### config.mk
export PLATFORM = sky130hd
export DESIGN_NAME = bridge_fault_response
export DESIGN_NICKNAME = d
export VERILOG_FILES = /design/src/rtl/bridge_fault_pkg.sv /design/src/rtl/pin_sync.sv /design/src/rtl/sleep_pulse.sv /design/src/rtl/bridge_fault_response.sv
export SDC_FILE = /design/constraint.sdc
export NUM_CORES = 1
export LEC_CHECK = 0
export BUFFER_PORTS_ARGS = -buffer_cell sky130_fd_sc_hd__buf_2
export CAP_MARGIN = 20
export CORE_ASPECT_RATIO = 0.9
export CORE_MARGIN = 2
export CORE_UTILIZATION = 53
export DETAILED_ROUTE_END_ITERATION = 12
export PLACE_DENSITY = 0.77
export RECOVER_POWER = 25
export SYNTH_ARGS = -nofsm -noshare
export SYNTH_HDL_FRONTEND = slang
export SYNTH_HIERARCHICAL = 1
export SYNTH_SLANG_ARGS = --single-unit
### constraint.sdc
create_clock -name clk -period 3.3 [get_ports clk]
set_clock_uncertainty 0.1 [all_clocks]
set_input_delay 0.165 -clock clk [delete_from_list [all_inputs] [get_ports clk]]
set_output_delay 0.165 -clock clk [all_outputs]
set_load 0.1 [all_outputs]
### src/rtl/bridge_fault_pkg.sv
package bridge_fault_pkg;
  // ----------------------------------------
  // Timing
  // ----------------------------------------
  localparam int CLK_PERIOD_NS = 100;
  localparam int DEGLITCH_NS = 5000;
  localparam int SLEEP_PULSE_MAX_NS = 20000;
  localparam int RETRY_NS = 4000;
  // Least times round up, longest times round down
  localparam int DEGLITCH_CYC = (DEGLITCH_NS + CLK_PERIOD_NS - 1) /
                                CLK_PERIOD_NS;
  localparam int SLEEP_CYC = SLEEP_PULSE_MAX_NS / CLK_PERIOD_NS;
  localparam int RETRY_CYC = (RETRY_NS + CLK_PERIOD_NS - 1) / CLK_PERIOD_NS;
  localparam int SETTLE_CYC = 3;
  localparam int CNT_W = 8;

  // ----------------------------------------
  // Register map
  // ----------------------------------------
  localparam logic [7:0] ADDR_CTRL = 8'h00;
  localparam logic [7:0] ADDR_CMD = 8'h04;
  localparam logic [7:0] ADDR_STATUS = 8'h08;
  localparam logic [7:0] ADDR_CFG = 8'h0c;

  localparam int CTRL_W = 10;
  localparam logic [CTRL_W-1:0] CTRL_RST = 10'h000;
  localparam int CTL_TSD_AUTO = 0;
  localparam int CTL_WARNING_REPORT_ENABLE = 1;
  localparam int CTL_PUMP_UNDERVOLTAGE_DIS = 2;
  localparam int CTL_OCP_LO = 3;
  localparam int CTL_OCP_HI = 4;
  localparam int CTL_OLP = 5;
  localparam int CTL_OLA = 6;
  localparam int CTL_OPENLOAD_DELAY_SELECT = 7;
  localparam int CTL_CURRENT_LIMIT_REPORT = 8;
  localparam int CTL_FORCE_HIZ = 9;
  localparam int CMD_CLEAR = 0;

  localparam int ST_FAULT = 0;
  localparam int ST_TSD = 1;
  localparam int ST_OTW = 2;
  localparam int ST_SUPPLY_UNDERVOLTAGE = 3;
  localparam int ST_PUMP_UNDERVOLTAGE = 4;
  localparam int ST_OCP = 5;
  localparam int ST_OL = 6;
  localparam int ST_ITRIP = 7;
  localparam int ST_HIZ = 8;
  localparam int ST_MODE_LO = 9;
  localparam int ST_MODE_HI = 11;
  localparam int ST_PIN_CFG = 12;
  localparam int ST_ASLEEP = 13;
  localparam int CFG_SLEW_LO = 10;
  localparam int CFG_SLEW_HI = 19;
  localparam int CFG_ITRIP_LO = 20;
  localparam int CFG_ITRIP_HI = 27;

  // ----------------------------------------
  // Encodings
  // ----------------------------------------
  localparam logic [1:0] OCP_LATCH = 2'h0;
  localparam logic [1:0] OCP_RETRY = 2'h1;
  localparam logic [1:0] OCP_REPORT = 2'h2;
  localparam logic [1:0] OCP_OFF = 2'h3;
  localparam logic OPENLOAD_DELAY_SELECT_300US = 1'b1;
  localparam logic [7:0] ITRIP_6A5 = 8'h41;
  localparam logic [1:0] RESP_OKAY = 2'h0;
  localparam logic [1:0] RESP_SLVERR = 2'h2;

  // Slew rate in tenths of a volt per microsecond
  localparam logic [9:0] SLEW_GND = 10'h214;
  localparam logic [9:0] SLEW_22K = 10'h154;
  localparam logic [9:0] SLEW_68K = 10'h0b7;
  localparam logic [9:0] SLEW_OPEN = 10'h082;
  localparam logic [9:0] SLEW_51K_UP = 10'h04f;
  localparam logic [9:0] SLEW_SUPPLY = 10'h01a;

  typedef enum logic [2:0] {
    MODE_PHEN = 3'b001,
    MODE_PWM = 3'b010,
    MODE_INDEP = 3'b100
  } ctrl_mode_t;
endpackage : bridge_fault_pkg

### src/rtl/pin_sync.sv
`timescale 1ns/10ps
module pin_sync #(
  parameter int W = 1
) (
  // Clock and reset
  input wire logic clk,
  input wire logic rst,
  // Data
  input wire logic [W-1:0] d,
  output logic [W-1:0] q
);
  logic [W-1:0] meta_ff;

  always_ff @(posedge clk or posedge rst) begin
    if (rst) begin
      meta_ff <= '0;
      q <= '0;
    end else begin
      meta_ff <= d;
      q <= meta_ff;
    end
  end
endmodule : pin_sync

### src/rtl/sleep_pulse.sv
`timescale 1ns/10ps
module sleep_pulse
  import bridge_fault_pkg::*;
(
  // Clock and reset
  input wire logic clk,
  input wire logic rst,
  // Synchronised sleep pin
  input wire logic sleep_n_sync,
  // Events
  output logic clear_pulse_ff,
  output logic wake_pulse_ff,
  output logic asleep_ff
);
  logic [CNT_W-1:0] low_cnt_ff;
  wire low_long = low_cnt_ff >= CNT_W'(SLEEP_CYC);
  wire low_valid = low_cnt_ff >= CNT_W'(DEGLITCH_CYC);

  // Counter saturates, so a long sleep never wraps into a short pulse
  always_ff @(posedge clk or posedge rst) begin
    if (rst) begin
      low_cnt_ff <= '0;
      clear_pulse_ff <= 1'b0;
      wake_pulse_ff <= 1'b0;
      asleep_ff <= 1'b0;
    end else if (!sleep_n_sync) begin
      low_cnt_ff <= low_long ? low_cnt_ff : low_cnt_ff + CNT_W'(1);
      clear_pulse_ff <= 1'b0;
      wake_pulse_ff <= 1'b0;
      asleep_ff <= low_long;
    end else begin
      low_cnt_ff <= '0;
      clear_pulse_ff <= low_valid;
      wake_pulse_ff <= asleep_ff;
      asleep_ff <= 1'b0;
    end
  end
endmodule : sleep_pulse

### src/rtl/bridge_fault_response.sv
// Our own choices: the placing of the registers and the AXI4-Lite register port.
`timescale 1ns/10ps
module bridge_fault_response
  import bridge_fault_pkg::*;
(
  // Clock and reset
  input wire logic clk,
  input wire logic rst,
  // AXI4-Lite slave
  input wire logic [7:0] s_axi_awaddr,
  input wire logic s_axi_awvalid,
  output logic s_axi_awready,
  input wire logic [31:0] s_axi_wdata,
  input wire logic [3:0] s_axi_wstrb,
  input wire logic s_axi_wvalid,
  output logic s_axi_wready,
  output logic [1:0] s_axi_bresp,
  output logic s_axi_bvalid,
  input wire logic s_axi_bready,
  input wire logic [7:0] s_axi_araddr,
  input wire logic s_axi_arvalid,
  output logic s_axi_arready,
  output logic [31:0] s_axi_rdata,
  output logic [1:0] s_axi_rresp,
  output logic s_axi_rvalid,
  input wire logic s_axi_rready,
  // Fault detector inputs
  input wire logic die_overtemp,
  input wire logic overtemp_warning,
  input wire logic supply_undervoltage,
  input wire logic pump_undervoltage,
  input wire logic overcurrent,
  input wire logic openload_detect,
  input wire logic current_trip,
  // Configuration pins
  input wire logic sleep_n_pin,
  input wire logic pin_config_strap,
  input wire logic mode_pin_high,
  input wire logic mode_pin_low,
  input wire logic current_limit_enable_n,
  input wire logic openload_disable_n,
  input wire logic [2:0] slew_select_pin,
  // Driver controls
  output logic fault_indicator_n,
  output logic bridge_outputs_hiz,
  output logic logic_reset,
  output logic pump_enable,
  output logic [2:0] control_mode,
  output logic [9:0] slew_rate,
  output logic [7:0] current_limit_level,
  output logic passive_openload_enable,
  output logic active_openload_check,
  output logic openload_delay_select
);
  // ----------------------------------------
  // Functions
  // ----------------------------------------
  function automatic logic hit(input logic [7:0] a, input logic [7:0] off);
    hit = a[7:2] == off[7:2];
  endfunction : hit

  function automatic logic [9:0] slew_decode(input logic [2:0] lvl);
    case (lvl)
      3'h0: slew_decode = SLEW_GND;
      3'h1: slew_decode = SLEW_22K;
      3'h2: slew_decode = SLEW_68K;
      3'h4: slew_decode = SLEW_51K_UP;
      3'h5: slew_decode = SLEW_SUPPLY;
      default: slew_decode = SLEW_OPEN;
    endcase
  endfunction : slew_decode

  // ----------------------------------------
  // Pin synchronisers
  // ----------------------------------------
  logic [15:0] pins_sync;
  logic t_ot, t_warn, t_uv, t_pump_undervoltage, t_oc, t_ol, t_itrip, sleep_n_sync;
  logic strap_sync, mode_hi_sync, mode_lo_sync, itrip_n_sync, ol_n_sync;
  logic [2:0] slew_sync;

  pin_sync #(.W(16)) u_sync (
    .clk(clk),
    .rst(rst),
    .d({die_overtemp, overtemp_warning, supply_undervoltage,
        pump_undervoltage, overcurrent, openload_detect, current_trip,
        sleep_n_pin, pin_config_strap, mode_pin_high, mode_pin_low,
        current_limit_enable_n, openload_disable_n, slew_select_pin}),
    .q(pins_sync)
  );

  assign {t_ot, t_warn, t_uv, t_pump_undervoltage, t_oc, t_ol, t_itrip, sleep_n_sync,
          strap_sync, mode_hi_sync, mode_lo_sync, itrip_n_sync, ol_n_sync,
          slew_sync} = pins_sync;

  logic sleep_clear, wake, asleep;

  sleep_pulse u_sleep (
    .clk(clk),
    .rst(rst),
    .sleep_n_sync(sleep_n_sync),
    .clear_pulse_ff(sleep_clear),
    .wake_pulse_ff(wake),
    .asleep_ff(asleep)
  );

  // ----------------------------------------
  // Variant strap and mode latch
  // ----------------------------------------
  logic [1:0] settle_cnt_ff;
  logic strap_done_ff, pin_cfg_ff;
  ctrl_mode_t mode_ff;
  wire settle_end = settle_cnt_ff == 2'(SETTLE_CYC - 1);
  wire settled = settle_cnt_ff == 2'(SETTLE_CYC);
  wire ctrl_mode_t mode_pin_dec = ctrl_mode_t'(mode_lo_sync ? MODE_PHEN :
                                  mode_hi_sync ? MODE_PWM : MODE_INDEP);

  // Wait for the synchronisers to fill before trusting pin levels
  always_ff @(posedge clk or posedge rst) begin
    if (rst) begin
      settle_cnt_ff <= '0;
      strap_done_ff <= 1'b0;
      pin_cfg_ff <= 1'b0;
      mode_ff <= MODE_PHEN;
    end else begin
      if (wake) begin
        settle_cnt_ff <= '0;
      end else if (!settled) begin
        settle_cnt_ff <= settle_cnt_ff + 2'h1;
      end
      if (settle_end && !strap_done_ff) begin
        pin_cfg_ff <= strap_sync;
        strap_done_ff <= 1'b1;
      end
      if (settle_end) begin
        mode_ff <= mode_pin_dec;
      end
    end
  end

  // ----------------------------------------
  // Control register and effective settings
  // ----------------------------------------
  logic [CTRL_W-1:0] ctrl_ff;
  logic clear_cmd_ff;
  wire ol_pin_en = !ol_n_sync;
  wire itrip_pin_en = !itrip_n_sync;
  // Pin variant ignores software settings and uses fixed values or its own pins
  wire eff_tsd_auto = pin_cfg_ff | ctrl_ff[CTL_TSD_AUTO];
  wire eff_warning_report_enable = !pin_cfg_ff & ctrl_ff[CTL_WARNING_REPORT_ENABLE];
  wire eff_pump_undervoltage_dis = !pin_cfg_ff & ctrl_ff[CTL_PUMP_UNDERVOLTAGE_DIS];
  wire [1:0] eff_ocp = pin_cfg_ff ? OCP_LATCH :
                       ctrl_ff[CTL_OCP_HI:CTL_OCP_LO];
  wire eff_olp = pin_cfg_ff ? ol_pin_en : ctrl_ff[CTL_OLP];
  wire eff_ola = pin_cfg_ff ? ol_pin_en : ctrl_ff[CTL_OLA];
  wire eff_openload_delay_select = pin_cfg_ff ? OPENLOAD_DELAY_SELECT_300US : ctrl_ff[CTL_OPENLOAD_DELAY_SELECT];
  wire eff_current_limit_report = !pin_cfg_ff & ctrl_ff[CTL_CURRENT_LIMIT_REPORT];
  wire eff_force_hiz = !pin_cfg_ff & ctrl_ff[CTL_FORCE_HIZ];
  wire [7:0] eff_itrip_lvl = (pin_cfg_ff && !itrip_pin_en) ? 8'h00 :
                             ITRIP_6A5;

  // ----------------------------------------
  // Fault state
  // ----------------------------------------
  logic tsd_flag_ff, tsd_hold_ff, ocp_latch_ff, ol_latch_ff, fault_flag_ff;
  logic otw_flag_ff;
  logic [CNT_W-1:0] retry_cnt_ff;
  // Supply undervoltage resets the latched state like a clear
  wire clr = clear_cmd_ff | sleep_clear | wake | t_uv;
  wire pump_undervoltage_rep = t_pump_undervoltage & !eff_pump_undervoltage_dis;
  wire oc_latch_set = t_oc & (eff_ocp == OCP_LATCH);
  wire retry_active = retry_cnt_ff != '0;
  wire retry_start = t_oc & (eff_ocp == OCP_RETRY) & !retry_active;
  wire oc_rep = t_oc & (eff_ocp != OCP_OFF);
  wire ol_set = t_ol & (eff_olp | eff_ola);
  wire warn_rep = t_warn & eff_warning_report_enable;
  wire current_limit_report = t_itrip & eff_current_limit_report;
  wire report_now = t_ot | t_uv | pump_undervoltage_rep | oc_rep | warn_rep | current_limit_report |
                    retry_active;
  wire fault_any = report_now | tsd_hold_ff | ocp_latch_ff |
                   ol_latch_ff;
  // Latched thermal hold drops only once the die has cooled
  wire nxt_tsd_hold = (t_ot & !eff_tsd_auto) |
                      (tsd_hold_ff & !(clr & !t_ot));
  wire nxt_hiz = t_ot | nxt_tsd_hold | t_uv | pump_undervoltage_rep | oc_latch_set |
                 ocp_latch_ff | retry_start | retry_active | eff_force_hiz |
                 asleep;
  wire [CNT_W-1:0] nxt_retry_cnt = retry_start ? CNT_W'(RETRY_CYC) :
                                   retry_active ? retry_cnt_ff - CNT_W'(1) :
                                   retry_cnt_ff;

  // Set wins over clear on every latched flag
  always_ff @(posedge clk or posedge rst) begin
    if (rst) begin
      tsd_flag_ff <= 1'b0;
      tsd_hold_ff <= 1'b0;
      ocp_latch_ff <= 1'b0;
      ol_latch_ff <= 1'b0;
      fault_flag_ff <= 1'b0;
      otw_flag_ff <= 1'b0;
      retry_cnt_ff <= '0;
    end else begin
      tsd_flag_ff <= t_ot | (tsd_flag_ff & !clr);
      tsd_hold_ff <= nxt_tsd_hold;
      ocp_latch_ff <= oc_latch_set | (ocp_latch_ff & !clr);
      ol_latch_ff <= ol_set | (ol_latch_ff & !clr);
      fault_flag_ff <= fault_any | (fault_flag_ff & !clr);
      otw_flag_ff <= t_warn;
      retry_cnt_ff <= nxt_retry_cnt;
    end
  end

  // ----------------------------------------
  // Driver outputs
  // ----------------------------------------
  always_ff @(posedge clk or posedge rst) begin
    if (rst) begin
      fault_indicator_n <= 1'b1;
      bridge_outputs_hiz <= 1'b1;
      logic_reset <= 1'b0;
      pump_enable <= 1'b0;
      control_mode <= MODE_PHEN;
      slew_rate <= SLEW_OPEN;
      current_limit_level <= ITRIP_6A5;
      passive_openload_enable <= 1'b0;
      active_openload_check <= 1'b0;
      openload_delay_select <= 1'b0;
    end else begin
      fault_indicator_n <= !fault_any;
      bridge_outputs_hiz <= nxt_hiz;
      logic_reset <= t_uv;
      pump_enable <= !asleep;
      control_mode <= mode_ff;
      slew_rate <= slew_decode(slew_sync);
      current_limit_level <= eff_itrip_lvl;
      passive_openload_enable <= eff_olp;
      active_openload_check <= eff_ola;
      openload_delay_select <= eff_openload_delay_select;
    end
  end

  // ----------------------------------------
  // AXI4-Lite slave
  // ----------------------------------------
  logic aw_got_ff, w_got_ff;
  logic [7:0] awaddr_ff;
  logic [31:0] wdata_ff;
  logic [3:0] wstrb_ff;
  wire aw_hs = s_axi_awvalid & s_axi_awready;
  wire w_hs = s_axi_wvalid & s_axi_wready;
  wire do_write = aw_got_ff & w_got_ff & !s_axi_bvalid;
  wire wr_ctrl = do_write & hit(awaddr_ff, ADDR_CTRL);
  wire wr_cmd = do_write & hit(awaddr_ff, ADDR_CMD);
  wire [CTRL_W-1:0] ctrl_wmask = {{(CTRL_W-8){wstrb_ff[1]}},
                                  {8{wstrb_ff[0]}}};
  wire [CTRL_W-1:0] nxt_ctrl = (ctrl_ff & ~ctrl_wmask) |
                               (wdata_ff[CTRL_W-1:0] & ctrl_wmask);
  wire [31:0] status_word = {18'h0, asleep, pin_cfg_ff, mode_ff,
                             !fault_indicator_n && bridge_outputs_hiz,
                             t_itrip, ol_latch_ff, ocp_latch_ff | t_oc,
                             t_pump_undervoltage, t_uv, otw_flag_ff, tsd_flag_ff,
                             fault_flag_ff};
  wire [31:0] cfg_word = {4'h0, current_limit_level, slew_rate,
                          eff_force_hiz, eff_current_limit_report, eff_openload_delay_select, eff_ola,
                          eff_olp, eff_ocp, eff_pump_undervoltage_dis, eff_warning_report_enable,
                          eff_tsd_auto};
  wire rd_ok = hit(s_axi_araddr, ADDR_CTRL) | hit(s_axi_araddr, ADDR_CMD) |
               hit(s_axi_araddr, ADDR_STATUS) | hit(s_axi_araddr, ADDR_CFG);
  wire [31:0] rd_word = hit(s_axi_araddr, ADDR_CTRL) ?
                          {{(32-CTRL_W){1'b0}}, ctrl_ff} :
                        hit(s_axi_araddr, ADDR_STATUS) ? status_word :
                        hit(s_axi_araddr, ADDR_CFG) ? cfg_word : 32'h0;

  always_ff @(posedge clk or posedge rst) begin
    if (rst) begin
      s_axi_awready <= 1'b1;
      s_axi_wready <= 1'b1;
      aw_got_ff <= 1'b0;
      w_got_ff <= 1'b0;
      awaddr_ff <= '0;
      wdata_ff <= '0;
      wstrb_ff <= '0;
      s_axi_bvalid <= 1'b0;
      s_axi_bresp <= RESP_OKAY;
    end else begin
      if (aw_hs) begin
        aw_got_ff <= 1'b1;
        awaddr_ff <= s_axi_awaddr;
        s_axi_awready <= 1'b0;
      end
      if (w_hs) begin
        w_got_ff <= 1'b1;
        wdata_ff <= s_axi_wdata;
        wstrb_ff <= s_axi_wstrb;
        s_axi_wready <= 1'b0;
      end
      if (do_write) begin
        aw_got_ff <= 1'b0;
        w_got_ff <= 1'b0;
        s_axi_bvalid <= 1'b1;
        s_axi_bresp <= (wr_ctrl | wr_cmd) ? RESP_OKAY : RESP_SLVERR;
      end
      if (s_axi_bvalid && s_axi_bready) begin
        s_axi_bvalid <= 1'b0;
        s_axi_awready <= 1'b1;
        s_axi_wready <= 1'b1;
      end
    end
  end

  always_ff @(posedge clk or posedge rst) begin
    if (rst) begin
      ctrl_ff <= CTRL_RST;
      clear_cmd_ff <= 1'b0;
    end else begin
      if (wr_ctrl) begin
        ctrl_ff <= nxt_ctrl;
      end
      clear_cmd_ff <= wr_cmd & wstrb_ff[0] & wdata_ff[CMD_CLEAR];
    end
  end

  always_ff @(posedge clk or posedge rst) begin
    if (rst) begin
      s_axi_arready <= 1'b1;
      s_axi_rvalid <= 1'b0;
      s_axi_rdata <= '0;
      s_axi_rresp <= RESP_OKAY;
    end else if (s_axi_arvalid && s_axi_arready) begin
      s_axi_arready <= 1'b0;
      s_axi_rvalid <= 1'b1;
      s_axi_rdata <= rd_word;
      s_axi_rresp <= rd_ok ? RESP_OKAY : RESP_SLVERR;
    end else if (s_axi_rvalid && s_axi_rready) begin
      s_axi_rvalid <= 1'b0;
      s_axi_arready <= 1'b1;
    end
  end
endmodule : bridge_fault_response

After elaboration in Yosys (flattened, before gate mapping)
Index checks and enable logic that the tools add are counted.
Widths: inputs -> output; s select.
{"block": "totals", "input_bits": 75, "reg_bits": 165, "out_inout_bits": 69, "elab_cells": 192}
{"block": "op_classes", "n_bitwise": 64, "magnitude_cmp": 2, "mux": 36, "n_reduce_logical": 31, "eq_ne": 14, "n_addsub": 3}
{"operator": "$mux 27", "count": 3}
{"operator": "$pmux 10 s5", "count": 1}
{"operator": "$or 1x1->1", "count": 33}
{"operator": "$mux 8", "count": 4}
{"operator": "$and 1x1->1", "count": 27}
{"operator": "$and 10x10->10", "count": 2}
{"operator": "$mux 1", "count": 20}
{"operator": "$reduce_bool 2->1", "count": 7}
{"operator": "$logic_not 1->1", "count": 13}
{"operator": "$eq 6x1->1 const B", "count": 2}
{"operator": "$eq 6x2->1 const B", "count": 2}
{"operator": "$logic_not 6->1", "count": 2}
{"operator": "$mux 2", "count": 5}
{"operator": "$not 10->10", "count": 1}
{"operator": "$or 10x10->10", "count": 1}
{"operator": "$add 8x1->8 const B", "count": 1}
{"operator": "$ge 8x6->1 const B", "count": 1}
{"operator": "$ge 8x8->1 const B", "count": 1}
{"operator": "$reduce_bool 8->1", "count": 1}
{"operator": "$sub 8x1->8 const B", "count": 1}
{"operator": "$mux 7", "count": 1}
{"operator": "$eq 3x3->1 const B", "count": 2}
{"operator": "$logic_and 1x1->1", "count": 6}
{"operator": "$mux 3", "count": 2}
{"operator": "other kinds (9)", "count": 11}

Logic depth before layout (Yosys ltp)
{"block": "logic_depth", "ltp_word": 16, "ltp_mapped": 6, "ltp_nobuf": 5}

Cells and area by module
The synthesis kept the hierarchy.
{"mod": "bridge_fault_response", "area_per_inst_um2": 4383.0, "cells_each": 366, "instances": 1}
{"mod": "pin_sync", "area_per_inst_um2": 804.5, "cells_each": 33, "instances": 1}
{"mod": "sleep_pulse", "area_per_inst_um2": 578.1, "cells_each": 53, "instances": 1}

Worst setup path after synthesis
No wires, ideal clock.
{"block": "synth_timing", "path_type": "register to register", "from": "register s_axi_bvalid", "to": "register with a tool-made name", "setup_slack_ns": 1.141, "path_buffers": 1, "t_required_ns": 3.075, "path_stages_with_launch": 5, "t_arrival_ns": 1.934, "cell_sequence": "dfrtp_1 > and3b_1 > clkbuf_1 > nand4_1 > mux2_2"}
{"item": "from (decl)", "line_no": "bridge_fault_response.sv:18", "text": "output logic s_axi_bvalid,"}
{"item": "from (signal assigned)", "line_no": "bridge_fault_response.sv:282", "text": "s_axi_bvalid <= 1'b0;"}
{"item": "from (signal assigned)", "line_no": "bridge_fault_response.sv:299", "text": "s_axi_bvalid <= 1'b1;"}
{"item": "from (signal assigned)", "line_no": "bridge_fault_response.sv:303", "text": "s_axi_bvalid <= 1'b0;"}

Final worst setup path
{"block": "layout_timing", "from": "register s_axi_arready", "to": "register s_axi_rdata[7]"}
{"block": "layout_between", "elab_chain_cells": 1}
{"item": "from (decl)", "line_no": "bridge_fault_response.sv:22", "text": "output logic s_axi_arready,"}
{"item": "from (signal assigned)", "line_no": "bridge_fault_response.sv:324", "text": "s_axi_arready <= 1'b1;"}
{"item": "from (signal assigned)", "line_no": "bridge_fault_response.sv:329", "text": "s_axi_arready <= 1'b0;"}
{"item": "from (signal assigned)", "line_no": "bridge_fault_response.sv:335", "text": "s_axi_arready <= 1'b1;"}
{"item": "$logic_and 1x1->1", "line_no": "bridge_fault_response.sv:328", "text": "end else if (s_axi_arvalid && s_axi_arready) begin"}
{"item": "to (signal assigned)", "line_no": "bridge_fault_response.sv:331", "text": "s_axi_rdata <= rd_word;"}
{"item": "to (decl)", "line_no": "bridge_fault_response.sv:23", "text": "output logic [31:0] s_axi_rdata,"}
Every way passes these cells.
A chain may end at the register's enable or synchronous reset.

==> qor.txt <==
status: finished, final reports clean
Worst Max-Slew Pin Slew: 0.965 ns
Seq cells post-synth: 144
Clk pin slew, worst setup/hold paths: 0.06 ns
multi-input logic area: 1890 um^2
Hold Slack: 0.133 ns
Worst Reg-to-Reg Cells: 4
Max-Cap Viols: 0
initial core utilization: 53.8%
# port buffers: 97
cts bufs inserted: 17
synth warn: 6
final setup fails: 0
Critical Path Sink Type: flop
register area share after synthesis: 62.7%
vias in the first global route: 3802
most frequent cells in the layout: dfrtp_1 (134), buf_2 (95), dlygate4sd3_1 (43)
Post-Syn Area: 5770 um^2
I/O pin count: 144
Async SR Flop Fraction: 100%
clock sinks: 144
Fill cells: 767
post-DP HPWL: 7700 um
worst-path cell chain: nand2_1, buf_4, or2_4, o31ai_2
power per cell area: 741 nW/um^2
Critical path buffers and inverters: 1
Hold Path Sink: s_axi_rdata[7]
crit path launch: s_axi_arready
Worst setup SP type: flop
CP top delay family: flip-flops
CTS tree: yes
setup TNS: 0 ns
reg2reg start: s_axi_arready
DR WL/cell: 15.9 um
EDFF count, synth: 0
Routed Antenna Nets: 0
global routing's busiest layer: met2
Cells after Synth: 452
post-synth top area share: 58.2%
GRT met1 Usage: 28.1%
P&R area growth vs syn: 26.9%
total grt overflow: 0
post-cts resize count: 0
Slowest-stage cell, CP: dfstp_2
clock buffer depth: 2
worst rel slew slack: 35.1%
Slew Limit Fails: 0
Inserted Diodes: 0
Synth cell types: 71
Tcrit/Tclk final: 60.2%
RSZ-0062 raised after global routing: no
overall routed net length: 11800 um
vias per cell: 5.37
met3 usage: 5.58%
die area: 11700 um^2
clock latency on the worst-skew pair: 0.41 ns
Avg Synthesized Cell Area: 12.8 um^2
die width: 114 um
drt drc: 0
share of layout cells above drive strength 1: 31.9%
FF+latch area: 3620 um^2
area of the core: 10700 um^2
Setup Buffers After CTS: 0
Reg2Reg Capture Point: s_axi_rdata[7]
worst endpoint required time: 3.52 ns
layout net count: 675
M2 GR Usage: 34.0%
Primary FF master, synth: dfrtp_1
initial antenna violation count: 0
final instance area: 7320 um^2
Post-Place Cell Area: 6280 um^2
hold_sp: s_axi_araddr[3]
GPL Wtd Cong: 0.853
minimum clock period after layout: 1.99 ns
Hold Vio Cnt, Final: 0
H-tree levels: 4
Root Driver: clkbuf_16
drt first pass iters: 5
worst-path fanout max: 17
Leak: 3.51 nW
cts hold-fix bufs: 43
die height: 103 um
first-pass GRT wire length: 18800 um
Worst path max stage delay: 0.62 ns
fmax: 0.504 GHz
GRT Util Overall: 21.2%
DR iter-0 viols: 263
synth top area cells: dfrtp_1 (58%), mux2_2 (6.3%), dfstp_2 (4.6%)
most common cell after layout, fill and taps aside: dfrtp_1
maximum number of pins on one net before global-route repair: 82
kind of critical path: flop to flop
# rows: 36
Tightest Hold Check Type: input pin to flop
worst hold path cell count: 3
r2r setup slk: 1.31 ns
cell accounting for the most synthesized area: dfrtp_1
via count: 3980
WP data arrival: 2.20 ns
IR drop worst, VDD: 0.000592 V
-- flip-flops by register name, summed over array words and instances, names as in the netlist, 3 cells and up, named ones only --
signal              count
retry_cnt_ff            8
u_sync/q               16
mode_ff                 3
control_mode            3
u_sync/meta_ff         16
u_sleep/low_cnt_ff      8
awaddr_ff               6
wdata_ff               10
slew_rate              10
s_axi_rdata            21
-- Yosys cell counts, drive strengths merged (5+ instances only) --
cell and instances:
dfrtp 134, mux2 33, nor2 30, buf 27, inv 22, nand2 19, o21ai 19, a21oi 12
clkbuf 11, dfstp 10, a22o 9, mux2i 9, nand3 9, nor3 7, a211oi 6, nor2b 6
a221o 5, ha 5, nand2b 5, or2 5, or3 5
-- through the flow --
stage                     utilization (%)  power [mW]  setup WS (ns)  std cells
final                                68.3        5.42           1.31        741
after global routing                 68.3        5.66           1.21        741
after CTS                            68.0        5.45           1.31        740
after detailed placement             58.5        3.50           1.34        665
after global placement               58.5        3.44           1.41        665
after floorplan                         -        3.27          0.404        469
-- cell type report --
class	count	share of cell area (%)
tap	133	2.27
clock buffer	18	5.87
inverter	22	1.15
clock inverter	14	2.14
multi-input combinational	265	25.9
timing repair buffer	145	13.3
sequential	144	49.4
-- kinds of logic (layout without fill, tap and decap cells) --
family	after synthesis	after routing	synth area share, %
compound gates	83	83	10.7
xor+xnor	4	4	0.608
fa+ha+maj	5	5	1.09
buf+inv	60	199	5.56
flops	144	144	62.7
mux	42	42	8.07
other cells	1	18	0.0650
simple gates	113	113	11.2
-- worst max path at each step --
stage	to	cells after the start
floorplan	async pin	1
CTS	s_axi_rdata[7]	4
detailed placement	s_axi_rdata[7]	4
global placement	s_axi_rdata[7]	4
global route	s_axi_rdata[7]	4
finish	s_axi_rdata[7]	4
-- per-layer routing --
metal,up-vias,share of wire [%]
met5,-,0
met4,0,1.9
met3,19,5.5
met2,145,49
met1,1973,44
li1,1843,-
-- worst register-to-register path, stage by stage, from the launching register on --
cell and delay (ns):
dfstp_2 0.62, nand2_1 0.32, buf_4 0.32, or2_4 0.28, o31ai_2 0.25
-- power breakdown --
group / leakage [nW] / total (mW) / internal [mW] / switching (mW)
logic: 1.46 / 1.24 / 0.398 / 0.843
clock network: 0.280 / 1.88 / 1.13 / 0.754
registers: 1.78 / 2.30 / 2.06 / 0.242
total: 3.51 / 5.42 / 3.58 / 1.84
No activity file was read; power rests on OpenSTA's default activity.
